$ cat src/hw/hbc_pkg.sv
// Register map, field positions and reset values of the half-bridge control block
package hbc_pkg;

  localparam int unsigned HBC_BRIDGES      = 4;
  localparam int unsigned HBC_ADDR_WIDTH   = 12;

  // Register indices; byte address is four times the index
  localparam logic [7:0]  HBC_IDX_OUTPUTS  = 8'h01;
  localparam logic [7:0]  HBC_IDX_CHOP     = 8'h02;
  localparam logic [7:0]  HBC_IDX_SYSCTRL  = 8'h03;
  localparam logic [7:0]  HBC_IDX_SYSTEM_STATUS_REGISTER  = 8'h0C;

  localparam logic [11:0] HBC_ADDR_OUTPUTS = 12'({HBC_IDX_OUTPUTS, 2'b00});
  localparam logic [11:0] HBC_ADDR_CHOP    = 12'({HBC_IDX_CHOP, 2'b00});
  localparam logic [11:0] HBC_ADDR_SYSCTRL = 12'({HBC_IDX_SYSCTRL, 2'b00});
  localparam logic [11:0] HBC_ADDR_SYSTEM_STATUS_REGISTER = 12'({HBC_IDX_SYSTEM_STATUS_REGISTER, 2'b00});

  // Chop control fields
  localparam int unsigned HBC_OFFSET_CHOP_BIT = 7;
  localparam int unsigned HBC_SENSE_GAIN_BIT  = 6;
  localparam int unsigned HBC_LIMIT_SEL_LSB   = 0;
  localparam int unsigned HBC_LIMIT_SEL_MSB   = 2;
  localparam logic [2:0]  HBC_LIMIT_FIRST     = 3'h3;
  localparam logic [7:0]  HBC_CHOP_WMASK      = 8'hC7;

  // System control fields
  localparam int unsigned HBC_POWER_ENABLE_BIT  = 7;
  localparam int unsigned HBC_OT_RESET_EN_BIT   = 4;
  localparam logic [7:0]  HBC_SYSCTRL_WMASK     = 8'h90;

  // System status fields, write one to clear
  localparam int unsigned HBC_LOW_VOLT_BIT  = 3;
  localparam int unsigned HBC_HIGH_VOLT_BIT = 2;
  localparam int unsigned HBC_OVERCUR_BIT   = 1;
  localparam int unsigned HBC_OVERTEMP_BIT  = 0;

  // Bridges from this index on re-enable on the falling chop edge in offset mode
  localparam int unsigned HBC_OFFSET_FIRST  = 2;

  localparam logic [7:0]  HBC_OUTPUTS_RESET = 8'h00;
  localparam logic [7:0]  HBC_CHOP_RESET    = 8'h00;
  localparam logic [7:0]  HBC_SYSCTRL_RESET = 8'h00;

  typedef enum logic [2:0] {
    REG_NONE,
    REG_OUTPUTS,
    REG_CHOP,
    REG_SYSCTRL,
    REG_SYSTEM_STATUS_REGISTER
  } hbc_reg_e;

endpackage

$ cat src/hw/hbc_bridge_if.sv
// Request and drive bundle between the control logic and the interlock stage
`timescale 1ns/1ps
interface hbc_bridge_if;
  logic [3:0] reqLow;
  logic [3:0] reqHigh;
  logic [3:0] lowOff;
  logic [3:0] highOff;
  logic [3:0] driveLow;
  logic [3:0] driveHigh;

  modport ctrl  (output reqLow, output reqHigh, output lowOff, output highOff,
                 input driveLow, input driveHigh);
  modport stage (input reqLow, input reqHigh, input lowOff, input highOff,
                 output driveLow, output driveHigh);
endinterface

$ cat src/hw/hbc_sync.sv
// Two-flop synchroniser for a bundle of pin inputs
`timescale 1ns/1ps
module hbc_sync #(
  parameter int unsigned WIDTH = 1
) (
  input  wire logic             clk_sys,
  input  wire logic             reset,
  input  wire logic [WIDTH-1:0] asyncIn,
  output logic      [WIDTH-1:0] syncOut
);
  logic [WIDTH-1:0] stage1;

  // First stage feeds only the second
  always_ff @(posedge clk_sys or posedge reset) begin
    if (reset) begin
      stage1  <= '0;
      syncOut <= '0;
    end else begin
      stage1  <= asyncIn;
      syncOut <= stage1;
    end
  end
endmodule

$ cat src/hw/hbc_bbm.sv
// Break-before-make interlock and gate drive flops for four half-bridges
`timescale 1ns/1ps
module hbc_bbm (
  input  wire logic   clk_sys,
  input  wire logic   reset,
  hbc_bridge_if.stage bridge
);
  logic [3:0] driveLow;
  logic [3:0] driveHigh;
  logic [3:0] next_driveLow;
  logic [3:0] next_driveHigh;

  // A switch turns on only while its partner is driven off and confirmed off
  always_comb begin
    next_driveHigh = bridge.reqHigh & (driveHigh | (~driveLow & bridge.lowOff));
    next_driveLow  = bridge.reqLow & ~bridge.reqHigh
                   & (driveLow | (~driveHigh & bridge.highOff));
  end

  always_ff @(posedge clk_sys or posedge reset) begin
    if (reset) begin
      driveLow  <= 4'h0;
      driveHigh <= 4'h0;
    end else begin
      driveLow  <= next_driveLow;
      driveHigh <= next_driveHigh;
    end
  end

  assign bridge.driveLow  = driveLow;
  assign bridge.driveHigh = driveHigh;
endmodule

$ cat src/hw/hbc_half_bridge_control.sv
// Half-bridge control: APB registers, chopping, protection and drive gating
`timescale 1ns/1ps
module hbc_half_bridge_control (
  input  wire logic        clk_sys,
  input  wire logic        reset,
  input  wire logic        psel,
  input  wire logic        penable,
  input  wire logic        pwrite,
  input  wire logic [11:0] paddr,
  input  wire logic [31:0] pwdata,
  output logic      [31:0] prdata,
  output logic             pready,
  output logic             pslverr,
  input  wire logic        chopFrequencyInput,
  input  wire logic [3:0]  lowSideLimitHit,
  input  wire logic [3:0]  lowSideOvercurrent,
  input  wire logic [3:0]  highSideOvercurrent,
  input  wire logic        lowVoltage,
  input  wire logic        highVoltage,
  input  wire logic        overtempWarning,
  input  wire logic        overtempLimit,
  input  wire logic [3:0]  recirculation,
  input  wire logic [3:0]  lowSideGateOff,
  input  wire logic [3:0]  highSideGateOff,
  output logic      [3:0]  lowSideDrive,
  output logic      [3:0]  highSideDrive,
  output logic             recirculationDetect,
  output logic      [2:0]  currentLimitSelect,
  output logic             senseGainSelect,
  output logic             overtempReset
);
  localparam int unsigned SYNC_W = 29;

  hbc_bridge_if bif ();

  logic [SYNC_W-1:0] asyncIn;
  logic [SYNC_W-1:0] syncIn;
  logic              chopSync;
  logic [3:0]        limHitSync;
  logic [3:0]        lsOcSync;
  logic [3:0]        hsOcSync;
  logic              lowVSync;
  logic              highVSync;
  logic              otWarnSync;
  logic              otLimSync;
  logic [3:0]        recircSync;

  logic [7:0]        bridgeSwitchOutputs;
  logic [7:0]        bridgeChopControl;
  logic [7:0]        systemControl;
  logic              lowVoltFlag;
  logic              highVoltFlag;
  logic              overcurFlag;
  logic              overtempFlag;
  logic              lowShut;
  logic              highShut;
  logic [3:0]        chopOff;
  logic              chopPrev;
  logic              otTrip;
  logic              recircDet;

  logic [7:0]        next_bridgeSwitchOutputs;
  logic [7:0]        next_bridgeChopControl;
  logic [7:0]        next_systemControl;
  logic              next_lowVoltFlag;
  logic              next_highVoltFlag;
  logic              next_overcurFlag;
  logic              next_overtempFlag;
  logic              next_lowShut;
  logic              next_highShut;
  logic [3:0]        next_chopOff;
  logic              next_otTrip;
  logic              next_recircDet;
  logic [31:0]       next_prdata;
  logic              next_pready;
  logic              next_pslverr;

  logic              riseEdge;
  logic              fallEdge;
  logic [3:0]        reEdge;
  logic [3:0]        lowBits;
  logic [3:0]        highBits;
  logic              limitActive;
  logic              offsetOn;
  logic              stageEnable;
  logic              anyOc;
  logic              setupPhase;
  logic              writeTaken;
  hbc_pkg::hbc_reg_e setupSel;
  hbc_pkg::hbc_reg_e accessSel;
  logic [7:0]        statusValue;
  logic [31:0]       readValue;
  logic [7:0]        clearBits;

  function automatic hbc_pkg::hbc_reg_e regSelect(input logic [11:0] addr);
    case (addr)
      hbc_pkg::HBC_ADDR_OUTPUTS: regSelect = hbc_pkg::REG_OUTPUTS;
      hbc_pkg::HBC_ADDR_CHOP:    regSelect = hbc_pkg::REG_CHOP;
      hbc_pkg::HBC_ADDR_SYSCTRL: regSelect = hbc_pkg::REG_SYSCTRL;
      hbc_pkg::HBC_ADDR_SYSTEM_STATUS_REGISTER: regSelect = hbc_pkg::REG_SYSTEM_STATUS_REGISTER;
      default:                   regSelect = hbc_pkg::REG_NONE;
    endcase
  endfunction

  // Every pin input is asynchronous to clk_sys
  assign asyncIn = {chopFrequencyInput, lowSideLimitHit, lowSideOvercurrent, highSideOvercurrent,
                    lowVoltage, highVoltage, overtempWarning, overtempLimit, recirculation,
                    lowSideGateOff, highSideGateOff};

  hbc_sync #(
    .WIDTH (SYNC_W)
  ) u_sync (
    .clk_sys (clk_sys),
    .reset   (reset),
    .asyncIn (asyncIn),
    .syncOut (syncIn)
  );

  assign {chopSync, limHitSync, lsOcSync, hsOcSync, lowVSync, highVSync, otWarnSync, otLimSync,
          recircSync, bif.lowOff, bif.highOff} = syncIn;

  hbc_bbm u_bbm (
    .clk_sys (clk_sys),
    .reset   (reset),
    .bridge  (bif.stage)
  );

  // Edges from the synchronised chop level only
  assign riseEdge = chopSync & ~chopPrev;
  assign fallEdge = ~chopSync & chopPrev;

  assign offsetOn    = bridgeChopControl[hbc_pkg::HBC_OFFSET_CHOP_BIT];
  assign limitActive = bridgeChopControl[hbc_pkg::HBC_LIMIT_SEL_MSB:hbc_pkg::HBC_LIMIT_SEL_LSB]
                       >= hbc_pkg::HBC_LIMIT_FIRST;

  for (genvar i = 0; i < hbc_pkg::HBC_BRIDGES; i++) begin : g_bridge
    assign lowBits[i]  = bridgeSwitchOutputs[2*i];
    assign highBits[i] = bridgeSwitchOutputs[2*i+1];
    assign reEdge[i]   = (offsetOn && (i >= hbc_pkg::HBC_OFFSET_FIRST)) ? fallEdge : riseEdge;
  end

  assign stageEnable = systemControl[hbc_pkg::HBC_POWER_ENABLE_BIT] & ~lowVoltFlag
                     & ~highVoltFlag & ~otTrip;
  assign anyOc       = (|lsOcSync) | (|hsOcSync);

  // Drive requests; high side wins over low side
  assign bif.reqHigh = {4{stageEnable & ~highShut}} & highBits;
  assign bif.reqLow  = {4{stageEnable & ~lowShut}} & lowBits & ~highBits & ~chopOff;

  // APB: zero wait states, pready and read data prepared in the setup cycle
  assign setupPhase = psel & ~penable;
  assign setupSel   = regSelect(paddr);
  assign accessSel  = regSelect(paddr);
  assign writeTaken = psel & penable & pready & pwrite & ~pslverr;
  assign clearBits  = (writeTaken && accessSel == hbc_pkg::REG_SYSTEM_STATUS_REGISTER) ? pwdata[7:0] : 8'h00;

  always_comb begin
    statusValue = 8'h00;
    statusValue[hbc_pkg::HBC_LOW_VOLT_BIT]  = lowVoltFlag;
    statusValue[hbc_pkg::HBC_HIGH_VOLT_BIT] = highVoltFlag;
    statusValue[hbc_pkg::HBC_OVERCUR_BIT]   = overcurFlag;
    statusValue[hbc_pkg::HBC_OVERTEMP_BIT]  = overtempFlag;
    case (setupSel)
      hbc_pkg::REG_OUTPUTS: readValue = {24'h000000, bridgeSwitchOutputs};
      hbc_pkg::REG_CHOP:    readValue = {24'h000000, bridgeChopControl};
      hbc_pkg::REG_SYSCTRL: readValue = {24'h000000, systemControl};
      hbc_pkg::REG_SYSTEM_STATUS_REGISTER: readValue = {24'h000000, statusValue};
      default:              readValue = 32'h00000000;
    endcase
  end

  always_comb begin
    next_pready  = setupPhase;
    next_pslverr = setupPhase && (setupSel == hbc_pkg::REG_NONE);
    next_prdata  = (setupPhase && !pwrite) ? readValue : prdata;

    next_bridgeSwitchOutputs = bridgeSwitchOutputs;
    next_bridgeChopControl   = bridgeChopControl;
    next_systemControl       = systemControl;
    if (writeTaken && accessSel == hbc_pkg::REG_OUTPUTS) begin
      next_bridgeSwitchOutputs = pwdata[7:0];
    end
    if (writeTaken && accessSel == hbc_pkg::REG_CHOP) begin
      next_bridgeChopControl = pwdata[7:0] & hbc_pkg::HBC_CHOP_WMASK;
    end
    if (writeTaken && accessSel == hbc_pkg::REG_SYSCTRL) begin
      next_systemControl = pwdata[7:0] & hbc_pkg::HBC_SYSCTRL_WMASK;
    end
    // Generated overtemperature reset acts like a system reset on the registers
    if (otTrip) begin
      next_bridgeSwitchOutputs = hbc_pkg::HBC_OUTPUTS_RESET;
      next_bridgeChopControl   = hbc_pkg::HBC_CHOP_RESET;
      next_systemControl       = hbc_pkg::HBC_SYSCTRL_RESET;
    end
  end

  // Flags: a live condition always wins over a clear, so clearing is futile while it lasts
  always_comb begin
    next_lowVoltFlag  = lowVSync | (lowVoltFlag & ~clearBits[hbc_pkg::HBC_LOW_VOLT_BIT] & ~otTrip);
    next_highVoltFlag = highVSync | (highVoltFlag & ~clearBits[hbc_pkg::HBC_HIGH_VOLT_BIT] & ~otTrip);
    next_overcurFlag  = anyOc | (overcurFlag & ~clearBits[hbc_pkg::HBC_OVERCUR_BIT] & ~otTrip);
    next_lowShut      = (|lsOcSync) | (lowShut & ~clearBits[hbc_pkg::HBC_OVERCUR_BIT] & ~otTrip);
    next_highShut     = (|hsOcSync) | (highShut & ~clearBits[hbc_pkg::HBC_OVERCUR_BIT] & ~otTrip);
    next_overtempFlag = otWarnSync | (overtempFlag & ~clearBits[hbc_pkg::HBC_OVERTEMP_BIT] & ~otTrip);
    next_otTrip       = systemControl[hbc_pkg::HBC_OT_RESET_EN_BIT] & otLimSync & ~otTrip;
    next_recircDet    = |recircSync;
  end

  // Chop latch: trip beats a coinciding re-enable edge; dropped when the bit or limit goes
  always_comb begin
    next_chopOff = ({4{limitActive}} & limHitSync & bif.driveLow)
                 | (chopOff & ~reEdge & lowBits & {4{limitActive}});
  end

  always_ff @(posedge clk_sys or posedge reset) begin
    if (reset) begin
      bridgeSwitchOutputs <= hbc_pkg::HBC_OUTPUTS_RESET;
      bridgeChopControl   <= hbc_pkg::HBC_CHOP_RESET;
      systemControl       <= hbc_pkg::HBC_SYSCTRL_RESET;
      lowVoltFlag         <= 1'b0;
      highVoltFlag        <= 1'b0;
      overcurFlag         <= 1'b0;
      overtempFlag        <= 1'b0;
      lowShut             <= 1'b0;
      highShut            <= 1'b0;
      chopOff             <= 4'h0;
      chopPrev            <= 1'b0;
      otTrip              <= 1'b0;
      recircDet           <= 1'b0;
      prdata              <= 32'h00000000;
      pready              <= 1'b0;
      pslverr             <= 1'b0;
    end else begin
      bridgeSwitchOutputs <= next_bridgeSwitchOutputs;
      bridgeChopControl   <= next_bridgeChopControl;
      systemControl       <= next_systemControl;
      lowVoltFlag         <= next_lowVoltFlag;
      highVoltFlag        <= next_highVoltFlag;
      overcurFlag         <= next_overcurFlag;
      overtempFlag        <= next_overtempFlag;
      lowShut             <= next_lowShut;
      highShut            <= next_highShut;
      chopOff             <= next_chopOff;
      chopPrev            <= chopSync;
      otTrip              <= next_otTrip;
      recircDet           <= next_recircDet;
      prdata              <= next_prdata;
      pready              <= next_pready;
      pslverr             <= next_pslverr;
    end
  end

  assign lowSideDrive        = bif.driveLow;
  assign highSideDrive       = bif.driveHigh;
  assign recirculationDetect = recircDet;
  assign currentLimitSelect  = bridgeChopControl[hbc_pkg::HBC_LIMIT_SEL_MSB:hbc_pkg::HBC_LIMIT_SEL_LSB];
  assign senseGainSelect     = bridgeChopControl[hbc_pkg::HBC_SENSE_GAIN_BIT];
  assign overtempReset       = otTrip;

  // Helpers read only by the checks below
  logic [3:0] bothSet;
  logic [3:0] limTrip;
  assign bothSet = lowBits & highBits;
  assign limTrip = {4{limitActive}} & limHitSync & bif.driveLow;
endmodule

$ cat config.mk
export PLATFORM = sky130hd
export DESIGN_NAME = hbc_half_bridge_control
export DESIGN_NICKNAME = d
export VERILOG_FILES = /design/src/hw/hbc_pkg.sv /design/src/hw/hbc_bridge_if.sv /design/src/hw/hbc_sync.sv /design/src/hw/hbc_bbm.sv /design/src/hw/hbc_half_bridge_control.sv
export SDC_FILE = /design/constraint.sdc
export NUM_CORES = 1
export LEC_CHECK = 0
export BUFFER_PORTS_ARGS = -buffer_cell sky130_fd_sc_hd__buf_2
export CORE_MARGIN = 4
export CORE_UTILIZATION = 45
export DETAILED_ROUTE_END_ITERATION = 10
export GPL_TIMING_DRIVEN = 0
export PLACE_DENSITY = 0.72
export SYNTH_ARGS = -nofsm -noshare
export SYNTH_HDL_FRONTEND = slang
export SYNTH_HIERARCHICAL = 1
export SYNTH_SLANG_ARGS = --single-unit
$ cat constraint.sdc
create_clock -name clk_sys -period 5.15 [get_ports clk_sys]
set_input_delay 1.2875 -clock clk_sys [delete_from_list [all_inputs] [get_ports clk_sys]]
set_output_delay 1.2875 -clock clk_sys [all_outputs]
set_load 0.05 [all_outputs]
==> key figures <==
Logic synthesis
  – Library cells used by synthesis: 43
  – Sequential area share after synthesis: 0.6647
  – Synth top area share: 0.6647
  – Mapped Cells: 308
  – Mux cell area share after synthesis: 0.007990
  – Ys flop type: dfrtp_1
  – Mapped Area: 3915 um2
  – Main combinational cell family by area after synthesis: simple AND/OR/NAND/NOR gates
  – Register bit total from synthesis: 104
  – Ranking of synthesized cells by area: dfrtp_1 66%, buf_4 5.4%, o21ai_0 2.0%
  – Post-Synth Simple-Gate Area: 0.1291
  – Compound-cell area share of the yosys netlist: 0.1198
  – XOR/XNOR Fraction of Synth Area: 0
  – Async S/R FF share, synth: 1.000
  – Synthesis Warnings: 6
  – Synth Area per Inst: 12.71 um2
  – Number of flops mapped to enable cells by yosys: 0
  – Synth Area in Adders: 0
  – Yosys top cell by area: dfrtp_1

Critical path
  – Crit end category: flop
  – Critical Path Source: pwrite
  – Worst Path Buf+Inv: 2
  – WS Path Type: input port to flop
  – Top Family by Delay on Critical Path: simple AND/OR/NAND/NOR gates
  – Max incr delay on CP: 0.66 ns
  – Reg-to-Reg Start: pready
  – Worst Path Max Fanout: 10
  – Worst Path Required: 5.42 ns
  – Worst path cell trace: buf_2 -> nand4_1 -> nor2_1 -> clkbuf_1 -> a21oi_1 -> a31o_1
  – Type of origin of the critical path: input port
  – Critical Path AT: 3.02 ns
  – Max stage delay cell, worst path: nor2_1

Timing
  – Hold Slack: 0.3559 ns
  – RSZ-0062 raised after global routing: no
  – Final clock period utilization by the worst path: 0.5342
  – Final Skew: 0.01054 ns
  – Final hold vios: 0
  – Slew headroom: 0.4600
  – Crit path time final: 2.751 ns
  – PnR worst setup slack: 2.399 ns
  – TNS Setup: 0 ns
  – Final setup vio count: 0
  – F_max: 0.3635 GHz
  – Final Max Slew Viols: 0
  – Slew of the pin with the lowest slew margin: 0.8070 ns

Clocking
  – Hold Buf Count CTS: 0
  – Post CTS Setup Buffer Count: 0
  – CTS H-tree lvls: 3
  – Clk root buf: clkbuf_8
  – Insertion delay to the later sink of the worst-skew pair: 0.37 ns
  – CTS Sinks: 104
  – PostCTS Resize Cnt: 0
  – Clk slew on worst S/H paths: 0.11 ns
  – CTS tree: yes
  – CTS Buf Count: 9
  – Clock Path Buffers: 2

Placed design
  – Dpl hpwl: 6002 um
  – Placed instance count: 514
  – GPL Wtd Cong: 0.8795
  – Setup WS pre-CTS: 2.058 ns
  – Input/output buffers: 77

Die
  – I/O Pins: 126
  – DIE HEIGHT: 101.3 um
  – Die X: 101.3 um
  – Die area: 10,260 um2
  – Area of the core: 8341 um2
  – Row cnt: 33
  – Initial core utilization: 0.4694

Finish
  – Share of layout cells above drive strength 1: 0.3247
  – Fillcell total: 718
  – Diode count: 0
  – Finished Layout Cells: 530
  – Nets: 498
  – Synth-to-Final Area Change: 21.41%

Drt
  – DR iter-0 viols: 159
  – Pre-antenna DRT Iters: 4
  – Routed via count: 2,619
  – DRC viols: 0
  – Routed Antenna Nets: 0
  – WL/cell: 14.98 um
  – Average vias per placed instance: 4.942
  – Routed wire length: 7937 um

Power and ir drop
  – Peak VDD IR: 227.0 uV
  – Leak: 0.002324 uW
  – Pwr/cell area: 312.4 nW/um2

Global route
  – GR Overflow Total: 0
  – Overall Global Routing Usage: 0.1634
  – First-pass GRT wire length: 12,910 um
  – Pin count of the biggest net entering global routing: 39
  – Initial antenna violation count: 0
  – Number of global-route vias before repair: 2,655

Worst hold path
  – Critical hold path startpoint: u_sync/stage1[5]
  – HP Class: flop to flop

Run
  – Max cap viols: 0

Run status
  – Status: completed
==> per-stage QoR <==
step                      instance area [um2]    util  power, uW
after CTS                                4753  0.5699       1500
final                                    4753  0.5699       1485
after global routing                     4753  0.5699       1544
after detailed placement                 4538  0.5441      981.0
after floorplan                          4001       -      942.8
after global placement                   4518  0.5417      976.2
==> sequential cells by signal, summed over array words and instances (netlist names), 2 cells and up <==
register and cells:
systemControl 2, chopOff 4, u_sync/syncOut 29, u_bbm/bridge.driveLow 4, bridgeChopControl 5, prdata 8, bridgeSwitchOutputs 8, u_sync/stage1 29
u_bbm/bridge.driveHigh 4
==> final timing paths <==
path | endpoint | slack (ns) | cells past startpoint
hold / removal | u_sync/syncOut[5] | 0.36 | 0
max in group asynchronous | prdata[7] | 3.54 | 2
min in group asynchronous | u_bbm/bridge.driveLow[0] | 0.90 | 2
setup / recovery | bridgeSwitchOutputs[5] | 2.40 | 6
hold reg to reg | u_sync/syncOut[5] | 0.36 | 0
setup reg to reg | bridgeSwitchOutputs[5] | 3.05 | 5
==> report_power, final <==
part / switching, uW / internal (uW)
Sequential: 7.03 / 840
Clock: 319 / 202
Combinational: 80.0 / 36.7
Total: 406 / 1080
==> metal layers <==
metal,global-route usage,wire length [um]
met3,0.04959,666
met5,0,0
met2,0.2646,3887
met4,0.04703,97
met1,0.2146,3285
==> synthesized netlist by cell type, drive strengths merged (2+ instances only) <==
library cell	n
a21oi	15
a22o	3
a22oi	5
a31o	10
a32oi	6
and2	6
and3	2
buf	31
clkbuf	7
dfrtp	104
inv	12
mux2i	2
nand2	19
nand2b	3
nand3	3
nand4	10
nor2	7
nor2b	9
nor3b	2
nor4	5
nor4b	5
o211a	4
o21a	6
o21ai	16
or4	4
==> layout by cell type, fill, tap and decap left out, drive strengths merged, types with 2 or more instances in the layout <==
cell type	n
buf	109
a31o	10
nor3b	2
a32oi	6
nand2	19
and2	6
nor2b	9
mux2i	2
o21a	6
inv	17
o21ai	16
clkbuf	16
nand3	3
o211a	4
nor4b	5
nand4	10
nor2	7
and3	2
conb	24
dfrtp	104
or4	4
nor4	5
a22oi	5
nand2b	3
clkinv	2
a22o	3
a21oi	15
==> cells by family (layout without fill, tap and decap cells) <==
| family | Yosys count | count (layout) |
|---|---|---|
| compound gates | 68 | 68 |
| flops | 104 | 104 |
| mux | 3 | 3 |
| other cells | 1 | 24 |
| buf+inv | 50 | 144 |
| simple gates | 82 | 82 |
==> area by class of cell <==
class                           instances  area [um2]  share of cell area
Buffer                                 38       257.7             0.05422
Clock buffer                            9       123.9             0.02606
Clock inverter                          7       91.34             0.01922
Inverter                               12       45.04            0.009476
Multi-Input combinational cell        177        1096              0.2306
Sequential cell                       104        2603              0.5475
Tap cell                              105       131.4             0.02764
Timing Repair Buffer                   78       405.4             0.08529
==> worst register-to-register path, stage by stage (launching register included) <==
cell and delay [ns]:
dfrtp_1 0.35, nand4_1 0.16, nor2_1 0.66, clkbuf_1 0.49
a21oi_1 0.14, a31o_1 0.21
(Power assumes the default switching activity.)
